## src/pkg/synth_port_pkg.sv

```systemverilog
// Purpose: Shared constants for the synthesizer serial control port
// Assumes: One core clock; serial pins are asynchronous to it
// Notes:   Control byte layout is shared by both bus formats
`default_nettype none
package synth_port_pkg;
  // --------------------------------------------------------------
  // Widths
  // --------------------------------------------------------------
  localparam int DIV_W   = 15;
  localparam int BAND_W  = 4;
  localparam int TEST_W  = 3;
  localparam int REF_W   = 11;
  localparam int WORD_W  = 27;
  localparam int CNT_W   = 5;

  // --------------------------------------------------------------
  // Two-wire address and byte framing
  // --------------------------------------------------------------
  localparam logic [4:0] ADDR_FIXED  = 5'h18;
  localparam logic [1:0] ADDR_ALWAYS = 2'h1;
  localparam logic [3:0] BYTE_BITS   = 4'h8;
  localparam logic [3:0] ACK_SLOT    = 4'h9;

  // --------------------------------------------------------------
  // Control byte field positions
  // --------------------------------------------------------------
  localparam int CB_LEAD  = 7;
  localparam int CB_CP    = 6;
  localparam int CB_T_HI  = 5;
  localparam int CB_T_LO  = 3;
  localparam int CB_RSA   = 2;
  localparam int CB_RSB   = 1;
  localparam int CB_OS    = 0;
  localparam int UPPER_MSB = 6;

  // --------------------------------------------------------------
  // Three-wire word lengths and load edges
  // --------------------------------------------------------------
  localparam logic [CNT_W-1:0] BITS_SHORT = 5'h12;
  localparam logic [CNT_W-1:0] BITS_LONG  = 5'h13;
  localparam logic [CNT_W-1:0] BITS_FULL  = 5'h1b;
  localparam logic [CNT_W-1:0] BAND_EDGE  = 5'h05;
  localparam logic [CNT_W-1:0] DIV_EDGE   = 5'h14;
  localparam logic [CNT_W-1:0] CNT_MAX    = 5'h1f;

  // --------------------------------------------------------------
  // Test codes, ratios and reset values
  // --------------------------------------------------------------
  localparam logic [TEST_W-1:0] TEST_NORMAL = 3'h1;
  localparam logic [TEST_W-1:0] TEST_SINK   = 3'h6;
  localparam logic [TEST_W-1:0] TEST_SOURCE = 3'h7;
  localparam logic [TEST_W-1:0] TEST_REF    = 3'h4;
  localparam logic [TEST_W-1:0] TEST_DIVH   = 3'h5;
  localparam logic [REF_W-1:0]  REF_640     = 11'h280;
  localparam logic [REF_W-1:0]  REF_1024    = 11'h400;
  localparam logic [REF_W-1:0]  REF_512     = 11'h200;
  localparam logic              CP_RESET    = 1'h1;
  localparam logic              OS_RESET    = 1'h1;
  localparam logic              RSA_RESET   = 1'h0;
  localparam logic [DIV_W-1:0]  DIV_RESET   = 15'h0000;
  localparam logic [BAND_W-1:0] BAND_RESET  = 4'h0;

  typedef enum logic [1:0] {I_IDLE, I_ADDR, I_DATA, I_SKIP} i2c_state_t;
  typedef enum logic [1:0] {EXP_ANY, EXP_LOWER, EXP_BAND} expect_t;
endpackage
`default_nettype wire
```

## src/core/synth_ctl_port.sv

```systemverilog
// Purpose: Serial control front end of a bus-programmed synthesizer
// Assumes: Address strap band already digitised; open strap pulled high
// Notes:   All pins pass a two-flop synchroniser before use
// Functional notes
// - Strap high or open selects three-wire port; low selects two-wire bus.
// - Two-wire address 11000, two strap bits, write 0; acknowledge address and data.
// - Strap bits from select pin band; pattern 01 always accepted.
// - Data bytes follow address with automatic advance; four bytes program everything.
// - Leading 0 starts divider byte pair; leading 1 starts control then band byte.
// - Further data bytes keep being routed until a stop condition.
// - Divider, control and band registers load after eighth clock of their byte.
// - Divider is binary: upper byte holds bits 14..8, lower byte bits 7..0.
// - Control byte carries pump current, test bits, ratio selects, tuning off.
// - Tuning output enabled when tuning-off bit is 0, high impedance when 1.
// - Low four band bits switch buffers; upper four bits ignored.
// - Test bits select normal, pump off, sink, source, or lock pin routing.
// - Ratio select B low gives 640; else A low 1024, A high 512.
// - Three-wire data shifts in on falling clock edges while enable high.
// - First four three-wire bits load band register on fifth rising edge.
// - Eighteen or nineteen bit words load divider when enable falls.
// - Eighteen bits clear divider bit 14, set A; nineteen bits clear A.
// - Twenty-seven bit word loads divider at edge 20, control at enable fall.
// - Other control bits change only on twenty-seven bit words.
// - Words shorter than eighteen bits leave the divider unchanged.
// - Reset: 280 uA pump, tuning off, normal test, variant B value.
// - Second variant starts at reference ratio 1024.
// - Outside lock test routing, lock pin low when locked, high otherwise.
`timescale 1ns/1ps
`default_nettype none
module synth_ctl_port
  import synth_port_pkg::*;
#(
  parameter logic RSB_RESET   = 1'h0,
  parameter int   CTL27_LSB   = 0
) (
  input  wire logic                              core_clk_i,
  input  wire logic                              rstn_i,
  input  wire logic                              bus_format_strap_i,
  input  wire logic                              addr_strap_hi_i,
  input  wire logic                              addr_strap_lo_i,
  input  wire logic                              enable_i,
  input  wire logic                              scl_i,
  input  wire logic                              sda_i,
  input  wire logic                              loop_locked_i,
  input  wire logic                              ref_clk_i,
  input  wire logic                              div_half_i,
  output logic                                   sda_o,
  output logic                                   sda_oe_o,
  output logic [synth_port_pkg::DIV_W-1:0]       divider_word_o,
  output logic [synth_port_pkg::BAND_W-1:0]      band_buffer_ctl_o,
  output logic                                   pump_current_sel_o,
  output logic [synth_port_pkg::TEST_W-1:0]      test_mode_bits_o,
  output logic                                   ratio_sel_a_o,
  output logic                                   ratio_sel_b_o,
  output logic                                   tune_output_off_o,
  output logic                                   tune_output_en_o,
  output logic [synth_port_pkg::REF_W-1:0]       ref_divider_o,
  output logic                                   pump_off_o,
  output logic                                   pump_sink_o,
  output logic                                   pump_source_o,
  output logic                                   lock_o
);
  import synth_port_pkg::*;

  // --------------------------------------------------------------
  // Pin synchronisers
  // --------------------------------------------------------------
  localparam int NSYNC = 10;
  logic [NSYNC-1:0] sync1;
  logic [NSYNC-1:0] sync2;
  logic             scl_p;
  logic             sda_p;
  logic             en_p;

  always_ff @(posedge core_clk_i or negedge rstn_i) begin
    if (!rstn_i) begin
      sync1 <= '0;
      sync2 <= '0;
    end else begin
      sync1 <= {bus_format_strap_i, addr_strap_hi_i, addr_strap_lo_i, enable_i,
                scl_i, sda_i, loop_locked_i, ref_clk_i, div_half_i, 1'h0};
      sync2 <= sync1;
    end
  end

  logic strap_s, ahi_s, alo_s, en_s, scl_s, sda_s, lkd_s, fref_s, fdiv_s;
  assign {strap_s, ahi_s, alo_s, en_s, scl_s, sda_s, lkd_s, fref_s, fdiv_s} =
         sync2[NSYNC-1:1];

  always_ff @(posedge core_clk_i or negedge rstn_i) begin
    if (!rstn_i) begin
      scl_p <= 1'h0;
      sda_p <= 1'h0;
      en_p  <= 1'h0;
    end else begin
      scl_p <= scl_s;
      sda_p <= sda_s;
      en_p  <= en_s;
    end
  end

  // Open strap is pulled high outside, so it reads as three-wire
  logic mode3, mode2;
  assign mode3 = strap_s;
  assign mode2 = !strap_s;

  logic scl_rise, scl_fall, start_c, stop_c, en_fall;
  assign scl_rise = scl_s && !scl_p;
  assign scl_fall = !scl_s && scl_p;
  assign start_c  = mode2 && scl_s && scl_p && sda_p && !sda_s;
  assign stop_c   = mode2 && scl_s && scl_p && !sda_p && sda_s;
  assign en_fall  = mode3 && en_p && !en_s;

  // --------------------------------------------------------------
  // Two-wire target
  // --------------------------------------------------------------
  i2c_state_t       i2c_state;
  expect_t          expect_q;
  logic [3:0]       bit_cnt;
  logic [7:0]       byte_sh;
  logic [UPPER_MSB:0] upper_hold;
  logic             ack_on;
  logic             byte_end;
  logic             addr_hit;

  assign byte_end = mode2 && scl_fall && (bit_cnt == BYTE_BITS);
  assign addr_hit = (byte_sh[7:3] == ADDR_FIXED) && !byte_sh[0] &&
                    ((byte_sh[2:1] == {ahi_s, alo_s}) ||
                     (byte_sh[2:1] == ADDR_ALWAYS));

  always_ff @(posedge core_clk_i or negedge rstn_i) begin
    if (!rstn_i) begin
      i2c_state <= I_IDLE;
      bit_cnt   <= '0;
      byte_sh   <= '0;
      ack_on    <= 1'h0;
    end else if (!mode2 || stop_c) begin
      i2c_state <= I_IDLE;
      bit_cnt   <= '0;
      ack_on    <= 1'h0;
    end else if (start_c) begin
      i2c_state <= I_ADDR;
      bit_cnt   <= '0;
      ack_on    <= 1'h0;
    end else if (i2c_state != I_IDLE) begin
      if (scl_rise && bit_cnt < BYTE_BITS) begin
        byte_sh <= {byte_sh[6:0], sda_s};
        bit_cnt <= bit_cnt + 4'h1;
      end else if (byte_end) begin
        bit_cnt <= ACK_SLOT;
        unique case (i2c_state)
          I_ADDR: begin
            i2c_state <= addr_hit ? I_DATA : I_SKIP;
            ack_on    <= addr_hit;
          end
          I_DATA: ack_on <= 1'h1;
          default: ack_on <= 1'h0;
        endcase
      end else if (scl_fall && bit_cnt == ACK_SLOT) begin
        ack_on  <= 1'h0;
        bit_cnt <= '0;
      end
    end
  end

  assign sda_o    = 1'h0;
  assign sda_oe_o = ack_on;

  // Byte routing by leading bit
  logic i2c_data;
  logic i2c_ld_div, i2c_ld_ctl, i2c_ld_band;
  assign i2c_data    = byte_end && (i2c_state == I_DATA);
  assign i2c_ld_div  = i2c_data && (expect_q == EXP_LOWER);
  assign i2c_ld_ctl  = i2c_data && (expect_q == EXP_ANY) && byte_sh[CB_LEAD];
  assign i2c_ld_band = i2c_data && (expect_q == EXP_BAND);

  always_ff @(posedge core_clk_i or negedge rstn_i) begin
    if (!rstn_i) begin
      expect_q   <= EXP_ANY;
      upper_hold <= '0;
    end else if (start_c) begin
      expect_q <= EXP_ANY;
    end else if (i2c_data) begin
      unique case (expect_q)
        EXP_ANY: begin
          if (byte_sh[CB_LEAD]) begin
            expect_q <= EXP_BAND;
          end else begin
            expect_q   <= EXP_LOWER;
            upper_hold <= byte_sh[UPPER_MSB:0];
          end
        end
        default: expect_q <= EXP_ANY;
      endcase
    end
  end

  // --------------------------------------------------------------
  // Three-wire shift port
  // --------------------------------------------------------------
  logic [WORD_W-1:0] word_sh;
  logic [CNT_W-1:0]  fall_cnt;
  logic [CNT_W-1:0]  rise_cnt;
  logic              w_rise, w_fall;
  assign w_rise = mode3 && en_s && scl_rise;
  assign w_fall = mode3 && en_s && scl_fall;

  always_ff @(posedge core_clk_i or negedge rstn_i) begin
    if (!rstn_i) begin
      word_sh  <= '0;
      fall_cnt <= '0;
      rise_cnt <= '0;
    end else if (!mode3 || !en_s) begin
      fall_cnt <= '0;
      rise_cnt <= '0;
    end else begin
      if (w_fall) begin
        word_sh <= {word_sh[WORD_W-2:0], sda_s};
        if (fall_cnt != CNT_MAX) begin
          fall_cnt <= fall_cnt + 5'h01;
        end
      end
      if (w_rise && rise_cnt != CNT_MAX) begin
        rise_cnt <= rise_cnt + 5'h01;
      end
    end
  end

  logic w_band, w_div20, w_short, w_long, w_full;
  assign w_band  = w_rise && (rise_cnt + 5'h01 == BAND_EDGE);
  assign w_div20 = w_rise && (rise_cnt + 5'h01 == DIV_EDGE);
  assign w_short = en_fall && (fall_cnt == BITS_SHORT);
  assign w_long  = en_fall && (fall_cnt == BITS_LONG);
  assign w_full  = en_fall && (fall_cnt == BITS_FULL);

  // --------------------------------------------------------------
  // Programmed registers
  // --------------------------------------------------------------
  logic [7:0] ctl_src;
  assign ctl_src = i2c_ld_ctl ? byte_sh : word_sh[CTL27_LSB +: 8];

  always_ff @(posedge core_clk_i or negedge rstn_i) begin
    if (!rstn_i) begin
      divider_word_o <= DIV_RESET;
    end else if (i2c_ld_div) begin
      divider_word_o <= {upper_hold, byte_sh};
    end else if (w_div20 || w_long) begin
      divider_word_o <= word_sh[DIV_W-1:0];
    end else if (w_short) begin
      divider_word_o <= {1'h0, word_sh[DIV_W-2:0]};
    end
  end

  always_ff @(posedge core_clk_i or negedge rstn_i) begin
    if (!rstn_i) begin
      band_buffer_ctl_o <= BAND_RESET;
    end else if (i2c_ld_band) begin
      band_buffer_ctl_o <= byte_sh[BAND_W-1:0];
    end else if (w_band) begin
      band_buffer_ctl_o <= word_sh[BAND_W-1:0];
    end
  end

  // Short words touch only ratio select A
  always_ff @(posedge core_clk_i or negedge rstn_i) begin
    if (!rstn_i) begin
      pump_current_sel_o <= CP_RESET;
      test_mode_bits_o   <= TEST_NORMAL;
      ratio_sel_a_o      <= RSA_RESET;
      ratio_sel_b_o      <= RSB_RESET;
      tune_output_off_o  <= OS_RESET;
    end else if (i2c_ld_ctl || w_full) begin
      pump_current_sel_o <= ctl_src[CB_CP];
      test_mode_bits_o   <= ctl_src[CB_T_HI:CB_T_LO];
      ratio_sel_a_o      <= ctl_src[CB_RSA];
      ratio_sel_b_o      <= ctl_src[CB_RSB];
      tune_output_off_o  <= ctl_src[CB_OS];
    end else if (w_short) begin
      ratio_sel_a_o <= 1'h1;
    end else if (w_long) begin
      ratio_sel_a_o <= 1'h0;
    end
  end

  assign tune_output_en_o = !tune_output_off_o;

  // --------------------------------------------------------------
  // Decoded controls, one cycle behind the settings
  // --------------------------------------------------------------
  always_ff @(posedge core_clk_i or negedge rstn_i) begin
    if (!rstn_i) begin
      ref_divider_o <= RSB_RESET ? REF_1024 : REF_640;
      pump_off_o    <= 1'h0;
      pump_sink_o   <= 1'h0;
      pump_source_o <= 1'h0;
      lock_o        <= 1'h1;
    end else begin
      if (!ratio_sel_b_o) begin
        ref_divider_o <= REF_640;
      end else begin
        ref_divider_o <= ratio_sel_a_o ? REF_512 : REF_1024;
      end
      pump_off_o    <= (test_mode_bits_o[2:1] == 2'h1);
      pump_sink_o   <= (test_mode_bits_o == TEST_SINK);
      pump_source_o <= (test_mode_bits_o == TEST_SOURCE);
      if (test_mode_bits_o == TEST_REF) begin
        lock_o <= fref_s;
      end else if (test_mode_bits_o == TEST_DIVH) begin
        lock_o <= fdiv_s;
      end else begin
        lock_o <= !lkd_s;
      end
    end
  end
endmodule
`default_nettype wire

```

## config.mk

```make
export PLATFORM = sky130hd
export DESIGN_NAME = synth_ctl_port
export DESIGN_NICKNAME = d
export VERILOG_FILES = /design/src/pkg/synth_port_pkg.sv /design/src/core/synth_ctl_port.sv
export SDC_FILE = /design/constraint.sdc
export NUM_CORES = 1
export LEC_CHECK = 0
export ABC_AREA = 1
export BUFFER_PORTS_ARGS = -buffer_cell sky130_fd_sc_hd__buf_2
export CAP_MARGIN = 25
export CORE_AREA = 2 2 98 100
export DETAILED_ROUTE_END_ITERATION = 16
export DIE_AREA = 0 0 100 102
export PLACE_DENSITY = 0.78
export SETUP_SLACK_MARGIN = 0.15
export SYNTH_ARGS = -nofsm -noshare
export SYNTH_HDL_FRONTEND = slang
export SYNTH_SLANG_ARGS = --single-unit
```

## constraint.sdc

```tcl
create_clock -name core_clk_i -period 2.9 [get_ports core_clk_i]
set_input_delay 0.435 -clock core_clk_i [delete_from_list [all_inputs] [get_ports core_clk_i]]
set_output_delay 0.435 -clock core_clk_i [all_outputs]
set_load 0.01 [all_outputs]
```

After elaboration in Yosys (flattened, before gate mapping)

Cells that the tools add are included.

Bits in registers: 111
Output and inout port bits: 44
Input port bits: 11
Logic and storage cells: 163

Reduce and logical (&&, ||, !) cells: 65
Bitwise operators: 4
Order comparisons: 1
Eq/ne operators: 22
Add/subtract/negate cells: 3
Mux-type cells: 42

Operators by type and width:

| operator              | count |
|---|---|
| $mux W15              | 3 |
| $mux W4               | 8 |
| $logic_and A1 B1 Y1   | 30 |
| $eq A5 B5 Y1 const B  | 5 |
| $mux W5               | 5 |
| $mux W11              | 2 |
| $mux W2               | 10 |
| $reduce_bool A3 Y1    | 5 |
| $eq A3 B3 Y1 const B  | 4 |
| $mux W1               | 12 |
| $reduce_and A4 Y1     | 3 |
| $reduce_bool A2 Y1    | 6 |
| $add A5 B1 Y5 const B | 2 |
| $ne A5 B5 Y1 const B  | 2 |
| $logic_not A1 Y1      | 9 |
| $eq A2 B1 Y1 const B  | 4 |
| $eq A4 B4 Y1 const B  | 2 |
| $mux W7               | 1 |
| $reduce_and A2 Y1     | 3 |
| $eq A5 B3 Y1 const B  | 1 |
| $logic_or A1 B1 Y1    | 5 |
| $reduce_bool A5 Y1    | 1 |
| $add A4 B1 Y4 const B | 1 |
| $eq A2 B2 Y1 const B  | 2 |
| 8 further kinds       | 11 |

Depth between registers and ports, before layout

Depth in word-level cells: 10
Gate-level depth with buffers: 12
Depth with buffers taken out: 11

Worst setup path after synthesis

OpenSTA, ideal clock, no wires.

Kind: reg-to-reg
Start point: register rise_cnt[0]
End point: register divider_word_o[10] (netlist bit)
Buffers on the path: 1
Arrival time: 1646 ps
Required time: 2777 ps
Stages on the path, launching flop included: 13
Library setup time: 123 ps
Setup slack: 1131 ps
Period minus slack after synthesis: 1769 ps
Path through: dfrtp_1 ha_1 nand2_1 nor2_1 ha_1 nand2_1 nor2_1 nand3_1 nand2_2 nor2_4 buf_6 nand2_1 nand2_1

Longest elaborated chain between the ends: 6
Elaborated cells on any way between the ends: 7
Classes of those cells: add/sub (1); eq/ne (1); mux (2); reduce/logical (3)

RTL lines:

| item                     | line                  | text |
|---|---|---|
| start: declaration       | synth_ctl_port.sv:203 | `logic [CNT_W-1:0] rise_cnt;` |
| start signal: assignment | synth_ctl_port.sv:224 | `rise_cnt <= rise_cnt + 5'h01;` |
| $add A5 B1 Y5 (*)        | synth_ctl_port.sv:231 | `assign w_div20 = w_rise && (rise_cnt + 5'h01 == DIV_EDGE);` |
| $eq A5 B5 Y1 (*)         | synth_ctl_port.sv:231 |  |
| $logic_and A1 B1 Y1 (*)  | synth_ctl_port.sv:231 |  |
| $logic_or A1 B1 Y1 (*)   | synth_ctl_port.sv:247 | `end else if (w_div20 \|\| w_long) begin` |
| $mux W15                 | synth_ctl_port.sv:247 |  |
| $mux W15                 | synth_ctl_port.sv:245 | `end else if (i2c_ld_div) begin` |
| end signal: assignment   | synth_ctl_port.sv:246 | `divider_word_o <= {upper_hold, byte_sh};` |
| end signal: assignment   | synth_ctl_port.sv:248 | `divider_word_o <= word_sh[DIV_W-1:0];` |
| end signal: assignment   | synth_ctl_port.sv:250 | `divider_word_o <= {1'h0, word_sh[DIV_W-2:0]};` |
| end: declaration         | synth_ctl_port.sv:49  | `output logic [synth_port_pkg::DIV_W-1:0] divider_word_o,` |

Mark *: on every way between the ends. The rest lies on a longest branch, timed or not.
A chain may end at the register's enable or synchronous reset.

Worst setup path in the final report

Start point: register bit_cnt[0]
End point: register divider_word_o[0] (netlist bit)

Longest elaborated chain between the ends: 5
Elaborated cells on any way between the ends: 6
Classes of those cells: eq/ne (1); mux (1); reduce/logical (4)

RTL lines:

| item                                                     | line                  | text |
|---|---|---|
| start: declaration                                       | synth_ctl_port.sv:119 | `logic [3:0] bit_cnt;` |
| start signal: assignment                                 | synth_ctl_port.sv:148 | `bit_cnt <= bit_cnt + 4'h1;` |
| $eq A4 B4 Y1 (*)                                         | synth_ctl_port.sv:126 | `assign byte_end = mode2 && scl_fall && (bit_cnt == BYTE_BITS);` |
| $logic_and A1 B1 Y1 (*)                                  | synth_ctl_port.sv:126 |  |
| $logic_and A1 B1 Y1 (*)                                  | synth_ctl_port.sv:172 | `assign i2c_data = byte_end && (i2c_state == I_DATA);` |
| $logic_and A1 B1 Y1 (*)                                  | synth_ctl_port.sv:173 | `assign i2c_ld_div = i2c_data && (expect_q == EXP_LOWER);` |
| $reduce_bool A3 Y1 (no line) or $mux W15 (tied branches) | --                    |  |

Marked as above.

==> impl_metrics.ini <==
[outcome]
outcome = finished, final reports clean

[drt]
vias = 3682
drt_iter0_drc = 242
highest_layer = met4
viasPerCell = 5.27
met2WireLength_um = 4650
wl_met3_um = 480
drcViolationCount = 0
routed_wl_um = 9630
ant_nets = 0
drt_first_pass_iters = 5
m1WireLength_um = 4320
wl_per_cell_um = 13.8

[critical_path]
crit_type = flop to flop
startpoint_type = flop
cp.arrival_ps = 2310
end_kind = flop
required_ps = 3160
critPathMaxFanout = 18

[timing]
setup_tns_ps = 0
fin_worst_skew_ps = 8.79
finalHoldViolations = 0
slew_headroom_pct = 55.3
setup_viol = 0
finalCritPeriodShare_pct = 70.6
rsz0062_at_grt = false
min_period_ps = 2050
drv_slew = 0
tightestPinTransition_ps = 670
fmax_ghz = 0.488
holdWs_ps = 95.2

[run]
maxCapViolCount = 0

[clocking]
clk_latency_ps = 370
cts_tree = yes
cts_buffers = 9
root_buffer = clkbuf_8
cts.path.max_buffers = 2
post-cts-setup-buffer-count = 0
cts.sinks = 103
holdBufCountCts = 0
path_clk_slew_ps = 100
post_cts_resized = 0
cts.htree.levels = 3

[yosys]
synth-compound-area-share_pct = 7.08
muxShareOfSynthArea_pct = 2.78
synth_area_um2 = 4860
ys_types = 36
syn_inst = 537
ys_seq_area_share_pct = 53.2
synth_top_area_cell = dfrtp_1
synth_top_family_by_area = simple AND/OR/NAND/NOR gates
ys_ff_latch = 103
synth_xor_area_share_pct = 0.360
netlist_top_cells_area = dfrtp_1 (50%), nand2_1 (12%), inv_1 (4.6%)
yosys_warnings = 0
synth_fa_ha_area_share_pct = 3.35
syn_avg_cell_area_um2 = 9.05
netlist.area_leader.share_pct = 49.9
synth-simple-area-share_pct = 25.1

[finish]
fillCellCount = 755
layout-drive-gt1-share_pct = 18.7
n_antenna_cell = 0
area_delta_synth_final_pct = 10.5
layout.nets = 607
regArea_um2 = 2580
multi_input_area_um2 = 1920

[pwr]
seqPwrFrac_pct = 55.5
switching_share_pct = 26.6
internal_power_uw = 2100
power_density_nw_per_um2 = 533
p_leak_uw = 0.00293
peakVddDrop_mv = 0.320
p_clk_share_pct = 36.9
power.combinational.fraction_pct = 7.6
switchingPower_uw = 761

[placement]
dp_hpwl_um = 6920
gp_congestion = 0.913
port_buffers = 45

[global_routing]
grt_max_degree = 55
grt_pass1_wl_um = 16400
antenna_found_initial = 0
gr-total-overflow = 0
grt_usage_pct = 20.3
grt_pass1_vias = 3494

[die]
design.core.area_um2 = 9110
die_area_um2 = 10200
die_y_um = 102
rows = 35
start_util_pct = 53.4
dieWidth_um = 100
ioPinCount = 55

[hold_path]
holdCritPathClass = input port to async pin
[layer usage]
| metal | vias up | GRT usage [%] |
|---|---|---|
| met5 | - | 0 |
| met4 | 0 | 7.27 |
| met3 | 18 | 3.76 |
| met2 | 115 | 33.6 |
| met1 | 1745 | 27.2 |
| li1 | 1804 | - |
[state kept, by name, summed over array words and instances (netlist names), 2 cells and up]
name	count
divider_word_o	15
word_sh	15
sync1	9
sync2	9
byte_sh	8
upper_hold	7
fall_cnt	5
rise_cnt	5
band_buffer_ctl_o	4
bit_cnt	4
ref_divider_o	3
test_mode_bits_o	3
expect_q	2
i2c_state	2
[cell usage after synthesis (all sizes together)]
| master | n |
|---|---|
| dfstp | 6 |
| xnor2 | 1 |
| nand3 | 38 |
| clkbuf | 2 |
| o21bai | 1 |
| a31oi | 1 |
| buf | 18 |
| a22o | 2 |
| inv | 64 |
| ha | 13 |
| nor3 | 5 |
| nand2 | 157 |
| o22ai | 1 |
| xor2 | 1 |
| o31ai | 1 |
| conb | 1 |
| mux2 | 12 |
| o211ai | 6 |
| nand4 | 23 |
| nor2 | 40 |
| a21oi | 6 |
| dfrtp | 97 |
| o21ai | 41 |
[critical path, stage by stage (launching register included)]
cell and delay (ps):
dfrtp_1 440, inv_1 100, ha_1 160, nand3_1 120, nor2_4 380, nand3_4 280
nand2_4 220, nor2_4 110, nand2_1 80, nand2_1 50
[cells by family (layout without fill, tap and decap cells)]
group,Yosys count,after routing
AOI/OAI and AO/OA,59,59
xor gates and xnor gates,2,2
adders and majority gates,13,13
buffers and inverters,84,127
DFF,103,103
muxes,12,12
other,1,9
and+or+nand+nor,263,263
[layout by cell type (no fill, tap or decap), drive strengths merged]
master	count
mux2	12
nand2	157
nand4	23
o22ai	1
dfrtp	97
dfstp	6
o21bai	1
o211ai	6
conb	9
buf	47
nand3	38
clkinv	1
xor2	1
nor3	5
a21oi	6
inv	67
clkbuf	10
bufinv	2
xnor2	1
a31oi	1
a22o	2
ha	13
nor2	40
o21ai	41
o31ai	1
[per-stage QoR]
step           cell area [µm²]  instances  setup WS (ps)  utilization [%]  total power (µW)
3_3_place_gp              5130        683            977             56.4              1820
4_1_cts                   5370        699            861             59.0              2870
5_1_grt                   5370        699            616             59.0              2990
3_5_place_dp              5130        683            882             56.4              1840
6_report                  5370        699            851             59.0              2860
2_1_floorplan             4890        545           1130                -              1740
[path summary, 6_finish.rpt]
kind	from	end	slack (ps)	cells after the start
max	bit_cnt[0]$_DFFE_PN0P_	divider_word_o[0]$_DFFE_PN0P_	850	9
min	rstn_i	rise_cnt[2]$_DFFE_PN0P_	100	1
max reg2reg	bit_cnt[0]$_DFFE_PN0P_	divider_word_o[0]$_DFFE_PN0P_	850	9
min reg2reg	sync1[8]$_DFF_PN0_	sync2[8]$_DFF_PN0_	360	0
max in group asynchronous	rstn_i	tune_output_off_o$_DFFE_PN1P_	2040	2
min in group core_clk_i	scl_i	sync1[5]$_DFF_PN0_	170	1
[power by group through the flow]
| stage | clock network [µW] | logic (µW) | registers [µW] |
|---|---|---|---|
| floorplan | 0 | 158 | 1580 |
| global placement | 0 | 209 | 1610 |
| detailed placement | 0 | 218 | 1620 |
| CTS | 1060 | 221 | 1590 |
| global route | 1130 | 258 | 1600 |
| finish | 1060 | 219 | 1590 |
[area by class of cell]
type | count | area share [%]
inverters | 64 | 4.47
flip-flops and latches | 103 | 48.1
clock inverters | 6 | 1.86
well taps | 111 | 2.58
clock buffers | 10 | 2.56
repair buffers | 47 | 4.75
multi-input cells | 358 | 35.7
Note: power is estimated with default switching activity, not from simulation.
